### src/swd_pkg.sv
// Constants, opcodes and state types shared by the single-wire debug command logic
package swd_pkg;

  // Bit timing, in target clock cycles measured from the perceived bit start; ACK_LOW is counted from the released line
  localparam logic [4:0] SAMPLE_AT    = 5'h0A;
  localparam logic [4:0] GLITCH_LIMIT = 5'h08;
  localparam logic [4:0] SPEEDUP_AT   = 5'h07;
  localparam logic [4:0] SPEEDUP_LEN  = 5'h02;
  localparam logic [4:0] ZERO_LOW_END = 5'h0D;
  localparam logic [4:0] ACK_LOW      = 5'h10;

  // Bus cycle stealing
  localparam int         STEAL_CYCLES = 128;
  localparam logic [7:0] STEAL_LAST   = 8'(STEAL_CYCLES - 1);

  // Field lengths on the wire, last bit index
  localparam logic [4:0] CMD_LAST  = 5'h07;
  localparam logic [4:0] WORD_LAST = 5'h0F;

  // Command opcodes
  localparam logic [7:0] OP_BACKGROUND   = 8'h90;
  localparam logic [7:0] OP_ACK_ENABLE   = 8'hD5;
  localparam logic [7:0] OP_ACK_DISABLE  = 8'hD6;
  localparam logic [7:0] OP_READ_DBG_B   = 8'hE4;
  localparam logic [7:0] OP_READ_DBG_W   = 8'hEC;
  localparam logic [7:0] OP_READ_B       = 8'hE0;
  localparam logic [7:0] OP_READ_W       = 8'hE8;
  localparam logic [7:0] OP_WRITE_DBG_B  = 8'hC4;
  localparam logic [7:0] OP_WRITE_DBG_W  = 8'hCC;
  localparam logic [7:0] OP_WRITE_B      = 8'hC0;

  // Opcode field positions
  localparam int OPB_DBG_MAP = 2;
  localparam int OPB_WORD    = 3;
  localparam int OPB_READ    = 5;

  typedef enum logic [2:0] {
    ST_CMD   = 3'b000,
    ST_ADDR  = 3'b001,
    ST_WDATA = 3'b010,
    ST_WAIT  = 3'b011,
    ST_BUSY  = 3'b100,
    ST_SEND  = 3'b101,
    ST_ACK   = 3'b110
  } cmd_state_e;

  typedef enum logic [1:0] {
    P_IDLE = 2'b00,
    P_RX   = 2'b01,
    P_TX   = 2'b10,
    P_ACK  = 2'b11
  } phase_e;

endpackage

### src/bit_link_if.sv
// Bit-level link between the command sequencer and the pin engine
`timescale 1ns/1ps
interface bit_link_if;
  logic rx_valid;
  logic rx_bit;
  logic tx_req;
  logic tx_bit;
  logic tx_done;
  logic ack_req;
  logic ack_done;

  modport engine (
    input  tx_req,
    input  tx_bit,
    input  ack_req,
    output rx_valid,
    output rx_bit,
    output tx_done,
    output ack_done
  );

  modport ctrl (
    output tx_req,
    output tx_bit,
    output ack_req,
    input  rx_valid,
    input  rx_bit,
    input  tx_done,
    input  ack_done
  );
endinterface

### src/pin_bit_engine.sv
// Pin engine: bit-start detection, host bit sampling, target bit and handshake driving
`timescale 1ns/1ps
module pin_bit_engine
  import swd_pkg::*;
(
  input  wire logic   clk_sys,
  input  wire logic   rst_n,
  input  wire logic   pin_in,
  output logic        pin_out,
  output logic        pin_oe,
  bit_link_if.engine  bl
);

  typedef struct packed {
    phase_e     phase;
    logic [4:0] cnt;
    logic [2:0] sync;
    logic       lvl;
    logic       early;
    logic       tx_val;
    logic       oe;
    logic       val;
    logic       rx_valid;
    logic       rx_bit;
    logic       tx_done;
    logic       ack_done;
  } eng_s;

  eng_s r;
  eng_s next_r;
  logic fall;
  logic stable;
  logic [4:0] hi_at;

  // Only the second and third stages are compared; the first stage feeds the second alone
  assign stable = (r.sync[1] == r.sync[2]);
  assign fall   = r.lvl && stable && !r.sync[2];
  assign hi_at  = r.tx_val ? SPEEDUP_AT : ZERO_LOW_END;

  always_comb begin
    next_r          = r;
    next_r.sync     = {r.sync[1:0], pin_in};
    next_r.rx_valid = 1'b0;
    next_r.tx_done  = 1'b0;
    next_r.ack_done = 1'b0;
    if (stable) begin
      next_r.lvl = r.sync[2];
    end
    unique case (r.phase)
      P_IDLE: begin
        next_r.oe = 1'b0;
        // Wait for the host to let go, and skip the cycle that still sees the finished request
        if (bl.ack_req && r.lvl && !r.ack_done) begin
          next_r.phase = P_ACK;
          next_r.cnt   = 5'h01;
          next_r.oe    = 1'b1;
          next_r.val   = 1'b0;
        end else if (fall) begin
          next_r.cnt   = 5'h01;
          next_r.early = 1'b0;
          if (bl.tx_req) begin
            next_r.phase  = P_TX;
            next_r.tx_val = bl.tx_bit;
            next_r.oe     = !bl.tx_bit;
            next_r.val    = 1'b0;
          end else begin
            next_r.phase = P_RX;
          end
        end
      end
      P_RX: begin
        next_r.cnt = r.cnt + 5'h01;
        if (r.lvl && r.cnt <= GLITCH_LIMIT) begin
          next_r.early = 1'b1;
        end
        if (next_r.cnt == SAMPLE_AT) begin
          // A late rise means a glitch, so the bit is dropped
          next_r.rx_valid = !(r.lvl && !r.early);
          next_r.rx_bit   = r.lvl;
          next_r.phase    = P_IDLE;
        end
      end
      P_TX: begin
        next_r.cnt = r.cnt + 5'h01;
        if (next_r.cnt == hi_at) begin
          next_r.oe  = 1'b1;
          next_r.val = 1'b1;
        end else if (next_r.cnt == 5'(hi_at + SPEEDUP_LEN)) begin
          next_r.oe      = 1'b0;
          next_r.tx_done = 1'b1;
          next_r.phase   = P_IDLE;
        end
      end
      P_ACK: begin
        next_r.cnt = r.cnt + 5'h01;
        if (next_r.cnt == ACK_LOW) begin
          next_r.val = 1'b1;
        end else if (next_r.cnt == 5'(ACK_LOW + SPEEDUP_LEN)) begin
          next_r.oe       = 1'b0;
          next_r.ack_done = 1'b1;
          next_r.phase    = P_IDLE;
        end
      end
    endcase
  end

  always_ff @(posedge clk_sys or negedge rst_n) begin
    if (!rst_n) begin
      r <= '{phase: P_IDLE, sync: 3'h7, lvl: 1'b1, default: '0};
    end else begin
      r <= next_r;
    end
  end

  assign pin_out     = r.val;
  assign pin_oe      = r.oe;
  assign bl.rx_valid = r.rx_valid;
  assign bl.rx_bit   = r.rx_bit;
  assign bl.tx_done  = r.tx_done;
  assign bl.ack_done = r.ack_done;
endmodule

### src/single_wire_debug_commands.sv
// Command sequencer for the single-wire debug port: decode, bus stealing, reply
`timescale 1ns/1ps
module single_wire_debug_commands
  import swd_pkg::*;
(
  input  wire logic        clk_sys,
  input  wire logic        rst_n,
  input  wire logic        debug_pin_in,
  output logic             debug_pin_out,
  output logic             debug_pin_oe,
  input  wire logic        firmware_enable,
  input  wire logic        debug_resume,
  output logic             halted_debug_unit,
  input  wire logic        bus_idle,
  output logic             cpu_freeze,
  output logic             mem_req,
  output logic             mem_we,
  output logic [15:0]      mem_addr,
  output logic [15:0]      mem_wdata,
  output logic [1:0]       mem_byte_en,
  output logic             mem_debug_map,
  input  wire logic [15:0] mem_rdata,
  input  wire logic        mem_done
);

  typedef struct packed {
    cmd_state_e  state;
    logic [7:0]  opcode;
    logic [15:0] addr;
    logic [15:0] wdata;
    logic [15:0] shreg;
    logic [4:0]  bitcnt;
    logic [7:0]  wait_cnt;
    logic        handshake_en;
    logic        halted;
    logic        req;
    logic        freeze;
  } ctl_s;

  ctl_s r;
  ctl_s next_r;
  logic [7:0]  rx_op;
  logic [15:0] rx_word;

  bit_link_if bl ();

  pin_bit_engine u_engine (
    .clk_sys (clk_sys),
    .rst_n   (rst_n),
    .pin_in  (debug_pin_in),
    .pin_out (debug_pin_out),
    .pin_oe  (debug_pin_oe),
    .bl      (bl)
  );

  function automatic logic is_access(input logic [7:0] op);
    return op == OP_READ_DBG_B || op == OP_READ_DBG_W || op == OP_READ_B || op == OP_READ_W ||
           op == OP_WRITE_DBG_B || op == OP_WRITE_DBG_W || op == OP_WRITE_B;
  endfunction

  function automatic logic is_read(input logic [7:0] op);
    return op[OPB_READ];
  endfunction

  function automatic logic is_word(input logic [7:0] op);
    return op[OPB_WORD];
  endfunction

  // Byte reads return the addressed byte in its lane, the other lane zero
  function automatic logic [15:0] read_lane(input logic [7:0] op, input logic [15:0] a,
                                            input logic [15:0] d);
    if (is_word(op)) begin
      return d;
    end else if (a[0]) begin
      return {8'h00, d[7:0]};
    end else begin
      return {d[15:8], 8'h00};
    end
  endfunction

  assign rx_op   = {r.shreg[6:0], bl.rx_bit};
  assign rx_word = {r.shreg[14:0], bl.rx_bit};

  always_comb begin
    next_r = r;
    if (debug_resume) begin
      next_r.halted = 1'b0;
    end
    unique case (r.state)
      ST_CMD: begin
        if (bl.rx_valid) begin
          next_r.shreg  = rx_word;
          next_r.bitcnt = r.bitcnt + 5'h01;
          if (r.bitcnt == CMD_LAST) begin
            next_r.bitcnt = 5'h00;
            next_r.opcode = rx_op;
            if (rx_op == OP_BACKGROUND) begin
              if (firmware_enable) begin
                next_r.halted = 1'b1;
                if (r.handshake_en) begin
                  next_r.state = ST_ACK;
                end
              end
            end else if (rx_op == OP_ACK_ENABLE) begin
              next_r.handshake_en = 1'b1;
              next_r.state        = ST_ACK;
            end else if (rx_op == OP_ACK_DISABLE) begin
              next_r.handshake_en = 1'b0;
            end else if (is_access(rx_op)) begin
              // Accepted regardless of the halted state
              next_r.state = ST_ADDR;
            end
          end
        end
      end
      ST_ADDR: begin
        if (bl.rx_valid) begin
          next_r.shreg  = rx_word;
          next_r.bitcnt = r.bitcnt + 5'h01;
          if (r.bitcnt == WORD_LAST) begin
            next_r.bitcnt   = 5'h00;
            next_r.addr     = rx_word;
            next_r.wait_cnt = 8'h00;
            next_r.state    = is_read(r.opcode) ? ST_WAIT : ST_WDATA;
          end
        end
      end
      ST_WDATA: begin
        if (bl.rx_valid) begin
          next_r.shreg  = rx_word;
          next_r.bitcnt = r.bitcnt + 5'h01;
          if (r.bitcnt == WORD_LAST) begin
            next_r.bitcnt = 5'h00;
            next_r.wdata  = rx_word;
            next_r.state  = ST_WAIT;
          end
        end
      end
      ST_WAIT: begin
        if (bus_idle) begin
          next_r.req   = 1'b1;
          next_r.state = ST_BUSY;
        end else if (r.wait_cnt == STEAL_LAST) begin
          next_r.req    = 1'b1;
          next_r.freeze = 1'b1;
          next_r.state  = ST_BUSY;
        end else begin
          next_r.wait_cnt = r.wait_cnt + 8'h01;
        end
      end
      ST_BUSY: begin
        if (mem_done) begin
          next_r.req    = 1'b0;
          next_r.freeze = 1'b0;
          if (is_read(r.opcode)) begin
            next_r.shreg  = read_lane(r.opcode, r.addr, mem_rdata);
            next_r.bitcnt = 5'h00;
            next_r.state  = ST_SEND;
          end else begin
            next_r.state = ST_CMD;
          end
        end else begin
          // Held even when the access began on an idle cycle
          next_r.freeze = 1'b1;
        end
      end
      ST_SEND: begin
        if (bl.tx_done) begin
          next_r.shreg  = {r.shreg[14:0], 1'b0};
          next_r.bitcnt = r.bitcnt + 5'h01;
          if (r.bitcnt == WORD_LAST) begin
            next_r.bitcnt = 5'h00;
            next_r.state  = ST_CMD;
          end
        end
      end
      ST_ACK: begin
        if (bl.ack_done) begin
          next_r.state = ST_CMD;
        end
      end
      default: begin
        next_r.state = ST_CMD;
      end
    endcase
  end

  always_ff @(posedge clk_sys or negedge rst_n) begin
    if (!rst_n) begin
      r <= '{state: ST_CMD, default: '0};
    end else begin
      r <= next_r;
    end
  end

  // The link waits on these levels; the engine times each bit from the host's edge and the handshake from the released line
  assign bl.tx_req  = (r.state == ST_SEND);
  assign bl.tx_bit  = r.shreg[15];
  assign bl.ack_req = (r.state == ST_ACK);

  assign halted_debug_unit = r.halted;
  assign cpu_freeze        = r.freeze;
  assign mem_req           = r.req;
  assign mem_we            = r.req && !is_read(r.opcode);
  // Word accesses drop the low address bit, so a stray odd address cannot split a word
  assign mem_addr          = is_word(r.opcode) ? {r.addr[15:1], 1'b0} : r.addr;
  assign mem_wdata         = r.wdata;
  assign mem_byte_en       = is_word(r.opcode) ? 2'b11 : (r.addr[0] ? 2'b01 : 2'b10);
  assign mem_debug_map     = r.req && r.opcode[OPB_DBG_MAP];
endmodule

### config.mk
export PLATFORM = sky130hd
export DESIGN_NAME = single_wire_debug_commands
export DESIGN_NICKNAME = d
export VERILOG_FILES = /design/src/swd_pkg.sv /design/src/bit_link_if.sv /design/src/pin_bit_engine.sv /design/src/single_wire_debug_commands.sv
export SDC_FILE = /design/constraint.sdc
export NUM_CORES = 1
export LEC_CHECK = 0
export BUFFER_PORTS_ARGS = -buffer_cell sky130_fd_sc_hd__buf_2
export CAP_MARGIN = 20
export CORE_MARGIN = 3
export CORE_UTILIZATION = 45
export CTS_BUF_LIST = sky130_fd_sc_hd__clkbuf_8
export DETAILED_ROUTE_END_ITERATION = 7
export GPL_TIMING_DRIVEN = 0
export PLACE_DENSITY_LB_ADDON = 0.12
export RECOVER_POWER = 100
export SYNTH_ARGS = -nofsm -noshare
export SYNTH_HDL_FRONTEND = slang
export SYNTH_HIERARCHICAL = 1
export SYNTH_SLANG_ARGS = --single-unit
### constraint.sdc
create_clock -name clk_sys -period 2.8 [get_ports clk_sys]
set_clock_uncertainty 0.15 [all_clocks]
set_input_delay 0 -clock clk_sys [delete_from_list [all_inputs] [get_ports clk_sys]]
set_output_delay 0 -clock clk_sys [all_outputs]
set_load 0.05 [all_outputs]
==> results.md, run 1 <==
Setup path:
- The worst-path cell with the longest stage delay is sky130_fd_sc_hd__dfrtp_1.
- The worst setup path is captured at a flop.
- Of all nets on the critical path, the largest fanout is 6.
- Counting stages on the worst path, the most repeated cell is sky130_fd_sc_hd__ha_1.
- STA puts the critical path data required time at 2.88 ns.
- In this design, the stage delay of the slowest critical-path cell is 0.39 ns.
- For the worst setup path, the data arrival time is 2.68 ns.
- The critical path goes through ha_1 -> nand3_1 -> inv_1 -> ha_1 -> mux2i_1 -> a221o_1 -> a2111oi_4 -> mux2_1.
- The class of the most critical setup path is flop to flop.
- STA classifies the critical path startpoint as a flop.
- The combined buffer and inverter count along the critical path is 1.
- Broken down by cell family, the worst path's largest delay share belongs to compound AO/OA/AOI/OAI gates.

STA:
- The setup slack of the critical path after layout is 0.200 ns.
- The number of hold-slack violations in the final timing report is 0.
- The measured slew at the worst slew-check pin is 1.16 ns.
- The number of failing setup endpoints in the final timing report is 0.
- The count of pins over their slew limit is 0.
- The maximum clock frequency is 385 MHz.
- Dividing the final minimum period by the clock period gives 92.9%.
- The relative slew slack is 22.8%.
- The time the worst path needs with I/O delays and setup is 2.60 ns.
- Setup repair after global routing left no endpoint under its margin.
- The setup TNS after final layout is 0 ns.

Synthesis:
- The number of cells produced by synthesis is 481.
- The primary flip-flop cell chosen by synthesis mapping is sky130_fd_sc_hd__dfrtp_1.
- After synthesis, the share of flip-flops with an asynchronous set or reset is 100%.
- The average size of a mapped cell is 10.3 µm².
- The flop and latch count out of synthesis is 90.
- After synthesis, the cell types taking the most area are sky130_fd_sc_hd__dfrtp_1 44%, sky130_fd_sc_hd__mux2_2 8.9%, sky130_fd_sc_hd__buf_4 4.7%.
- The number of flops mapped to enable cells by yosys is 0.
- The net count of the mapped netlist is 516.
- Yosys mapped the design onto 69 distinct sky130hd cell types.
- The count of yosys warnings during synthesis is 6.
- The summed instance area of the synthesized netlist is 0.00494 mm².
- After synthesis, flip-flops and latches occupy 45.7% of the total area.
- Of all cell types, the one taking the most synthesized area is sky130_fd_sc_hd__dfrtp_1.
- The area share of the largest cell type after synthesis is 43.6%.

Run status:
- The flow ran to the end, and the final reports show no timing, DRC or antenna violations.

Drt:
- Wires add up to 11.2 mm.
- Dividing the detail-routed via count by the number of cells gives 5.36.
- The number of routed nets with antenna violations is 0.
- For this block, the via count after detailed routing is 3856.
- The DRC violations left is 0.
- The number of detailed-route iterations in the first pass is 4.
- The number of violations reported at the end of detailed-routing iteration 0 is 223.
- After detailed routing, the average wire length per cell comes to 15.5 µm.

Floorplan:
- The initial utilization of the core area, before any placement, comes to 47.0%.
- In this run the horizontal extent of the chip is 111 µm.
- The initialized floorplan defines 37 standard-cell rows.
- The y dimension of the die is 111 µm.
- The die covers 0.0123 mm².
- For this design the top-level I/O count stands at 64.
- The area inside the core boundary is 0.0105 mm².

Place:
- At the placement stage, the worst setup path has a slack of -0.0136 ns.
- The placed wire-length estimate is 7.99 mm.
- The number of buffer cells added on primary ports is 63.
- Once placement completed, the tool counted placed cells totaling 681.
- The final weighted congestion in routability-driven placement is 0.830.

Clock network:
- In this run the number of H-tree levels came out at 3.
- TritonCTS built the clock tree.
- The number of setup buffers added after CTS is 0.
- Counting the buffers created by CTS gives 9.
- The deepest clock path buffer count is 2.
- Clock latency on the worst-skew pair, taken at its later pin, is 0.36 ns.
- The root buffer selected by CTS is sky130_fd_sc_hd__clkbuf_8.
- The number of sinks on the clock net is 90.
- After clock tree synthesis, the clock-pin slew on the worst setup and hold paths is 0.08 ns.

Cells and area:
- The net count of the finished layout is 613.
- Excluding fillers, the count of instances in the completed layout stands at 719.
- The relative area change from synthesis to final layout is 17.4%.
- The final core utilization is 55.2%.
- The layout cell share with drive strength beyond 1 is 23.5%.
- The number of antenna diodes in the final layout is 0.

Global routing:
- Summed over all layers, the global routing overflow is 0.
- The via count of the first global-routing pass is 3847.
- The pin count of the biggest net entering global routing is 48.
- The wire length of the first global-routing pass is 18.7 mm.
- The global-route usage over all layers is 18.4%.
- The initial antenna violation count is 0.

Pwr:
- In this run the static leakage power is 2.72 nW.
- Dividing total power by cell area gives a power density of 662 mW/mm².
- The worst-case IR drop observed on VDD is 0.396 mV.

Hold path:
- The worst min-delay path class is primary input to flop.

Flow run:
- The number of maximum-capacitance violations is 0.
[registers in the layout, indices dropped and copies added (netlist names), 2 cells and up]
signal	cells
u_engine/next_r	2
r	51
mem_wdata	16
u_engine/r	11
[per-stage QoR]
stage	area, µm²	hold slack (ns)	total power, mW
after detailed placement	5460	-0.111	2.94
after CTS	5880	0.0335	3.88
after global routing	5800	0.129	4.10
after floorplan	4940	-0.446	2.60
after global placement	5430	-0.0434	2.89
final	5800	0.130	3.84
[final timing paths]
kind / endpoint / slack (ns) / from / cells past startpoint
setup / recovery: r[73] / 0.20 / r[12] / 8
hold / removal: u_engine/next_r[10] / 0.13 / debug_pin_in / 2
setup reg to reg: r[73] / 0.20 / r[12] / 8
hold reg to reg: u_engine/next_r[11] / 0.21 / u_engine/next_r[10] / 0
max in group asynchronous: r[74] / 0.59 / rst_n / 3
min in group asynchronous: mem_wdata[6] / 0.20 / rst_n / 2
[placed cells by master, fill, tap and decap left out, types with 6 or more instances in the layout]
cell type                       count
sky130_fd_sc_hd__a21oi_1            9
sky130_fd_sc_hd__a31oi_1           16
sky130_fd_sc_hd__ha_1              12
sky130_fd_sc_hd__nand2b_1           8
sky130_fd_sc_hd__xor2_1             9
sky130_fd_sc_hd__o21ai_0           20
sky130_fd_sc_hd__dfrtp_1           86
sky130_fd_sc_hd__clkbuf_1          53
sky130_fd_sc_hd__buf_4             31
sky130_fd_sc_hd__mux2i_1            7
sky130_fd_sc_hd__nand2_1           38
sky130_fd_sc_hd__nand3_1           23
sky130_fd_sc_hd__mux2_2            39
sky130_fd_sc_hd__buf_2             29
sky130_fd_sc_hd__nor2b_1            7
sky130_fd_sc_hd__dlygate4sd3_1     22
sky130_fd_sc_hd__o2111ai_1          6
sky130_fd_sc_hd__nor2_1            40
sky130_fd_sc_hd__clkbuf_8          10
sky130_fd_sc_hd__inv_1             20
[synth_stat cells (3+ instances only)]
cell type and instances:
sky130_fd_sc_hd__a21oi_1 9, sky130_fd_sc_hd__dfstp_2 4, sky130_fd_sc_hd__nand4_1 4, sky130_fd_sc_hd__ha_1 12, sky130_fd_sc_hd__buf_4 31, sky130_fd_sc_hd__buf_2 10, sky130_fd_sc_hd__inv_1 20, sky130_fd_sc_hd__o2111ai_1 6
sky130_fd_sc_hd__and2_1 7, sky130_fd_sc_hd__o211ai_1 4, sky130_fd_sc_hd__mux2i_1 7, sky130_fd_sc_hd__dfrtp_1 86, sky130_fd_sc_hd__clkbuf_1 11, sky130_fd_sc_hd__nand2b_1 8, sky130_fd_sc_hd__nand4bb_1 4, sky130_fd_sc_hd__xor2_1 9
sky130_fd_sc_hd__nand2_1 38, sky130_fd_sc_hd__mux2_2 39, sky130_fd_sc_hd__and3_1 4, sky130_fd_sc_hd__nor2_1 40, sky130_fd_sc_hd__nand4b_1 3, sky130_fd_sc_hd__a31oi_1 16, sky130_fd_sc_hd__o21ai_0 20, sky130_fd_sc_hd__o22ai_1 3
sky130_fd_sc_hd__o31ai_1 4, sky130_fd_sc_hd__nand3_1 23, sky130_fd_sc_hd__nor2b_1 7
[per-layer routing]
layer / vias up / wire, µm / track usage [%]
li1: 1877 / - / -
met5: - / 0 / 0
met4: 0 / 127 / 6.57
met1: 1890 / 5290 / 24.6
met2: 79 / 5320 / 30.2
met3: 10 / 441 / 3.06
[logic make-up (layout without fill, tap and decap cells)]
kind of cell	after synthesis	count (layout)	synth area share, %
AO/OA/AOI/OAI	89	89	13.4
adder cells (fa/ha/maj)	13	13	3.24
multiplexers	47	47	10.6
AND/OR/NAND/NOR	155	155	16.2
flip-flops	90	90	45.7
buffers and inverters	76	178	8.69
XOR/XNOR	11	11	2.10
[timing repair]
action | 4_1_cts | 5_1_grt
endpoints found under the hold margin | 107 | 0
endpoints found under the setup margin | 2 | 24
hold buffers | 22 | 0
resized for setup | 1 | 1
[cell type report]
cell class / instances / area [µm²]
plain buffers: 56 / 355
clock buffers: 10 / 138
clock inverters: 6 / 66.3
fillers: 950 / 4710
inverters: 20 / 75.1
multi-input cells: 315 / 2250
flip-flops and latches: 90 / 2260
well taps: 136 / 170
repair buffers: 86 / 489
[power by group]
| group | internal (mW) | total, mW | switching (mW) |
|---|---|---|---|
| Combinational | 0.482 | 1.16 | 0.675 |
| Sequential | 1.51 | 1.77 | 0.258 |
| Clock | 0.437 | 0.914 | 0.477 |
| Total | 2.43 | 3.84 | 1.41 |
(Power assumes the default switching activity.)
==> inputs of run 2 (changes only) <==
- CELL_PAD_IN_SITES_DETAIL_PLACEMENT: unset -> 1
- CELL_PAD_IN_SITES_GLOBAL_PLACEMENT: unset -> 2
- CORE_UTILIZATION: 45 -> 39
- clock period: 2.8 -> 2.5 ns (I/O delays scaled with it)
==> run 2 against run 1 <==
Against the previous run:
- worst hold slack got worse by 0.015 ns
- global-route usage increased by 1.4 points
- largest power group unchanged
- critical path depth increased by 3
- largest cell class is now multi-input gates
- sequential share of layout area decreased by 1.0 points
- non-clock buffer count increased by 3
- via count increased by 2.4%
- setup slack got worse by 0.093 ns
==> results.md, run 2 (synthesis gave the netlist of run 1 again) <==
Run status:
- The flow ran to the end, and the final reports show no timing, DRC or antenna violations.

Setup path:
- The logic depth of the worst register-to-register path was 11 (+3).
- The startpoint of the most critical register-to-register path is r[12].
- The data required time of the critical path is 2.66 ns (-0.22 ns).
- The category of the worst setup path launch point is a flop.
- The internal reg-to-reg setup slack was 0.11 ns (-0.09 ns).
- The timing startpoint of the critical path is r[12].
- The capture point of the critical path is r[9].
- The highest net fanout along the worst path was 10 (+4).
- The category of the worst setup path capture point is a flop.
- The end of the worst register-to-register path is r[9].
- The class of the most critical setup path is flop to flop.
- The arrival time at the worst endpoint is 2.56 ns (-0.12 ns).

Floorplan:
- The area inside the core boundary is 0.0122 mm² (+16%).
- The chip width is 119 µm (+7.0%).
- The y dimension of the die is 119 µm (+7.0%).
- The area of the die came to 0.0141 mm² (+15%).
- The floorplan row count is 40 (+8.1%).
- The top-level I/O count is 64 (unchanged).
- The initial cell density of the core is 40.5% (-6.6 points).

Place:
- The total placed cells including tap cells came to 713 (+4.7%).
- The number of buffer cells added on primary ports is 63 (unchanged).
- The cell area reported after detailed placement came to 0.00550 mm² (+0.73%).
- The placed wire-length estimate came to 9.39 mm (+18%).
- The worst setup slack after placement was -0.638 ns (-0.624 ns).
- The final weighted congestion in routability-driven placement is 0.826 (-0.37%).

Drt:
- The detail-routed via count per cell came to 5.24 (-2.3%).
- The routed length per instance is 17.8 µm (+14%).
- The DRC violations left is 0 (unchanged).
- The routed wire length was 13.4 mm (+20%).
- The number of detailed-route iterations in the first pass was 4 (unchanged).
- The number of routed nets with antenna violations is 0 (unchanged).
- The total via count after detailed routing is 3950 (+2.4%).
- The number of violations reported at the end of detailed-routing iteration 0 is 250 (+12%).

STA:
- The maximum clock frequency is 418 MHz (+8.6%).
- The relative slew slack is 22.7% (-0.12 points).
- The setup TNS after final layout is 0 ns (unchanged).
- The part of the cycle the worst path needs is 95.7% (+2.9 points).
- The measured slew at the worst slew-check pin is 1.16 ns (+0.00183 ns).
- The count of pins over their slew limit is 0 (unchanged).
- The number of failing setup endpoints in the final timing report came to 0 (unchanged).
- The time the worst path needs with I/O delays and setup came to 2.39 ns (-0.207 ns).
- The setup slack of the critical path after layout is 0.107 ns (-0.0932 ns).
- The number of hold-slack violations in the final timing report is 0 (unchanged).

Global routing:
- The initial antenna violation count came to 0 (unchanged).
- The overall overflow remaining after global route is 0 (unchanged).
- The global-route usage over all layers is 19.8% (+1.4 points).
- The wire length of the first global-routing pass is 21.9 mm (+17%).
- The via count of the first global-routing pass is 4146 (+7.8%).
- The pin count of the biggest net entering global routing is 48 (unchanged).

Clock network:
- The number of buffers inserted during clock tree synthesis is 9 (unchanged).
- The clock network latency to the later pin of the worst-skew pair is 0.37 ns (about the same).
- The clock transition at the registers of the reported paths is 0.10 ns (+0.02 ns).
- TritonCTS built the clock tree.
- The number of sinks on the clock net is 90 (unchanged).
- The root buffer cell chosen for the clock tree is sky130_fd_sc_hd__clkbuf_8.
- The number of levels the H-tree was split into was 3 (unchanged).
- The deepest clock path buffer count is 2 (unchanged).

Hold path:
- The worst min-delay path class is primary input to flop.

Cells and area:
- The final design area excluding fillers is 0.00596 mm² (+2.7%).
- The number of inserted diodes came to 0 (unchanged).
- Ranked by flip-flop count, first place goes to r.
- The library cells used most frequently in the layout, excluding fill and tap cells, are 86 x sky130_fd_sc_hd__dfrtp_1, 46 x sky130_fd_sc_hd__clkbuf_1, 40 x sky130_fd_sc_hd__nor2_1, 39 x sky130_fd_sc_hd__mux2_2, 38 x sky130_fd_sc_hd__nand2_1.
- The number of flip-flops under the largest register name is 51 (unchanged).
- Leaving out fill and tap cells, the most frequent cell in the layout is sky130_fd_sc_hd__dfrtp_1.
- The final core utilization is 48.8% (-6.4 points).
- Compared with the post-synthesis result, the final layout area differs by 20.6%.
- The number of nets in the finished design is 616 (+0.49%).
- The layout cell share with drive strength beyond 1 was 26.3% (+2.8 points).
- The final cell count without fillers was 754 (+4.9%).

Pwr:
- The worst vdd rail ir drop is 0.438 mV (+10%).
- The static leakage is 2.78 nW (+1.9%).
- The power density over the cells is 761 mW/mm² (+15%).

Flow run:
- The number of maximum-capacitance violations is 0 (unchanged).
==> run 2: worst min path at each step <==
stage,startpoint,to,slack [ns],cells after the start
2_1_floorplan,rst_n,bl.tx_bit,-0.45,0
3_3_place_gp,debug_pin_in,u_engine/next_r[10],-0.04,1
3_5_place_dp,rst_n,r[8],-0.09,1
4_1_cts,rst_n,r[8],0.04,2
5_1_grt,debug_pin_in,u_engine/next_r[10],0.11,2
6_report,debug_pin_in,u_engine/next_r[10],0.11,2
==> run 2: critical path: stages, from the launching register on <==
cell,delay [ns]
sky130_fd_sc_hd__dfrtp_1,0.40
sky130_fd_sc_hd__ha_2,0.22
sky130_fd_sc_hd__nand3_1,0.12
sky130_fd_sc_hd__inv_1,0.11
sky130_fd_sc_hd__ha_4,0.17
sky130_fd_sc_hd__nand2_1,0.09
sky130_fd_sc_hd__nor4_4,0.28
sky130_fd_sc_hd__buf_4,0.17
sky130_fd_sc_hd__buf_4,0.17
sky130_fd_sc_hd__o2111ai_1,0.19
sky130_fd_sc_hd__xor2_1,0.18
sky130_fd_sc_hd__nor2_1,0.09
==> run 2: layer usage <==
metal | track usage [%] | routed length [µm] | up-vias | part of all wire (%)
li1 | - | - | 1871 | -
met2 | 32.9 | 6490 | 73 | 48
met4 | 8.11 | 359 | 0 | 2.7
met1 | 26.0 | 6120 | 1983 | 46
met5 | 0 | 0 | - | 0
met3 | 2.58 | 420 | 23 | 3.1
==> run 2: cell type report <==
type                       count  area [µm²]
timing repair buffer          91         527
multi-input combinational    315        2300
buffer                        54         362
clock inverter                 7         101
clock buffer                   9         124
fill                        1408        6250
sequential                    90        2260
tap                          168         210
inverter                      20        75.1
==> run 2: timing repair <==
| item | CTS | global route |
|---|---|---|
| resized for setup | 8 | 13 |
| pin swaps | 2 | 1 |
| setup endpoints to repair | 43 | 49 |
| buffers inserted | 2 | 3 |
| hold endpoints to repair | 111 | 0 |
| hold buffers | 22 | 0 |
==> run 2: power breakdown <==
part	internal [mW]	switching [mW]
Combinational	0.584	0.797
Sequential	1.69	0.306
Clock	0.574	0.580
Total	2.85	1.68
==> run 2: through the flow <==
step,hold slack [ns],power (mW)
final,0.115,4.53
after detailed placement,-0.0918,3.34
after global placement,-0.0417,3.28
after floorplan,-0.446,2.91
after global routing,0.110,4.88
after CTS,0.0402,4.53
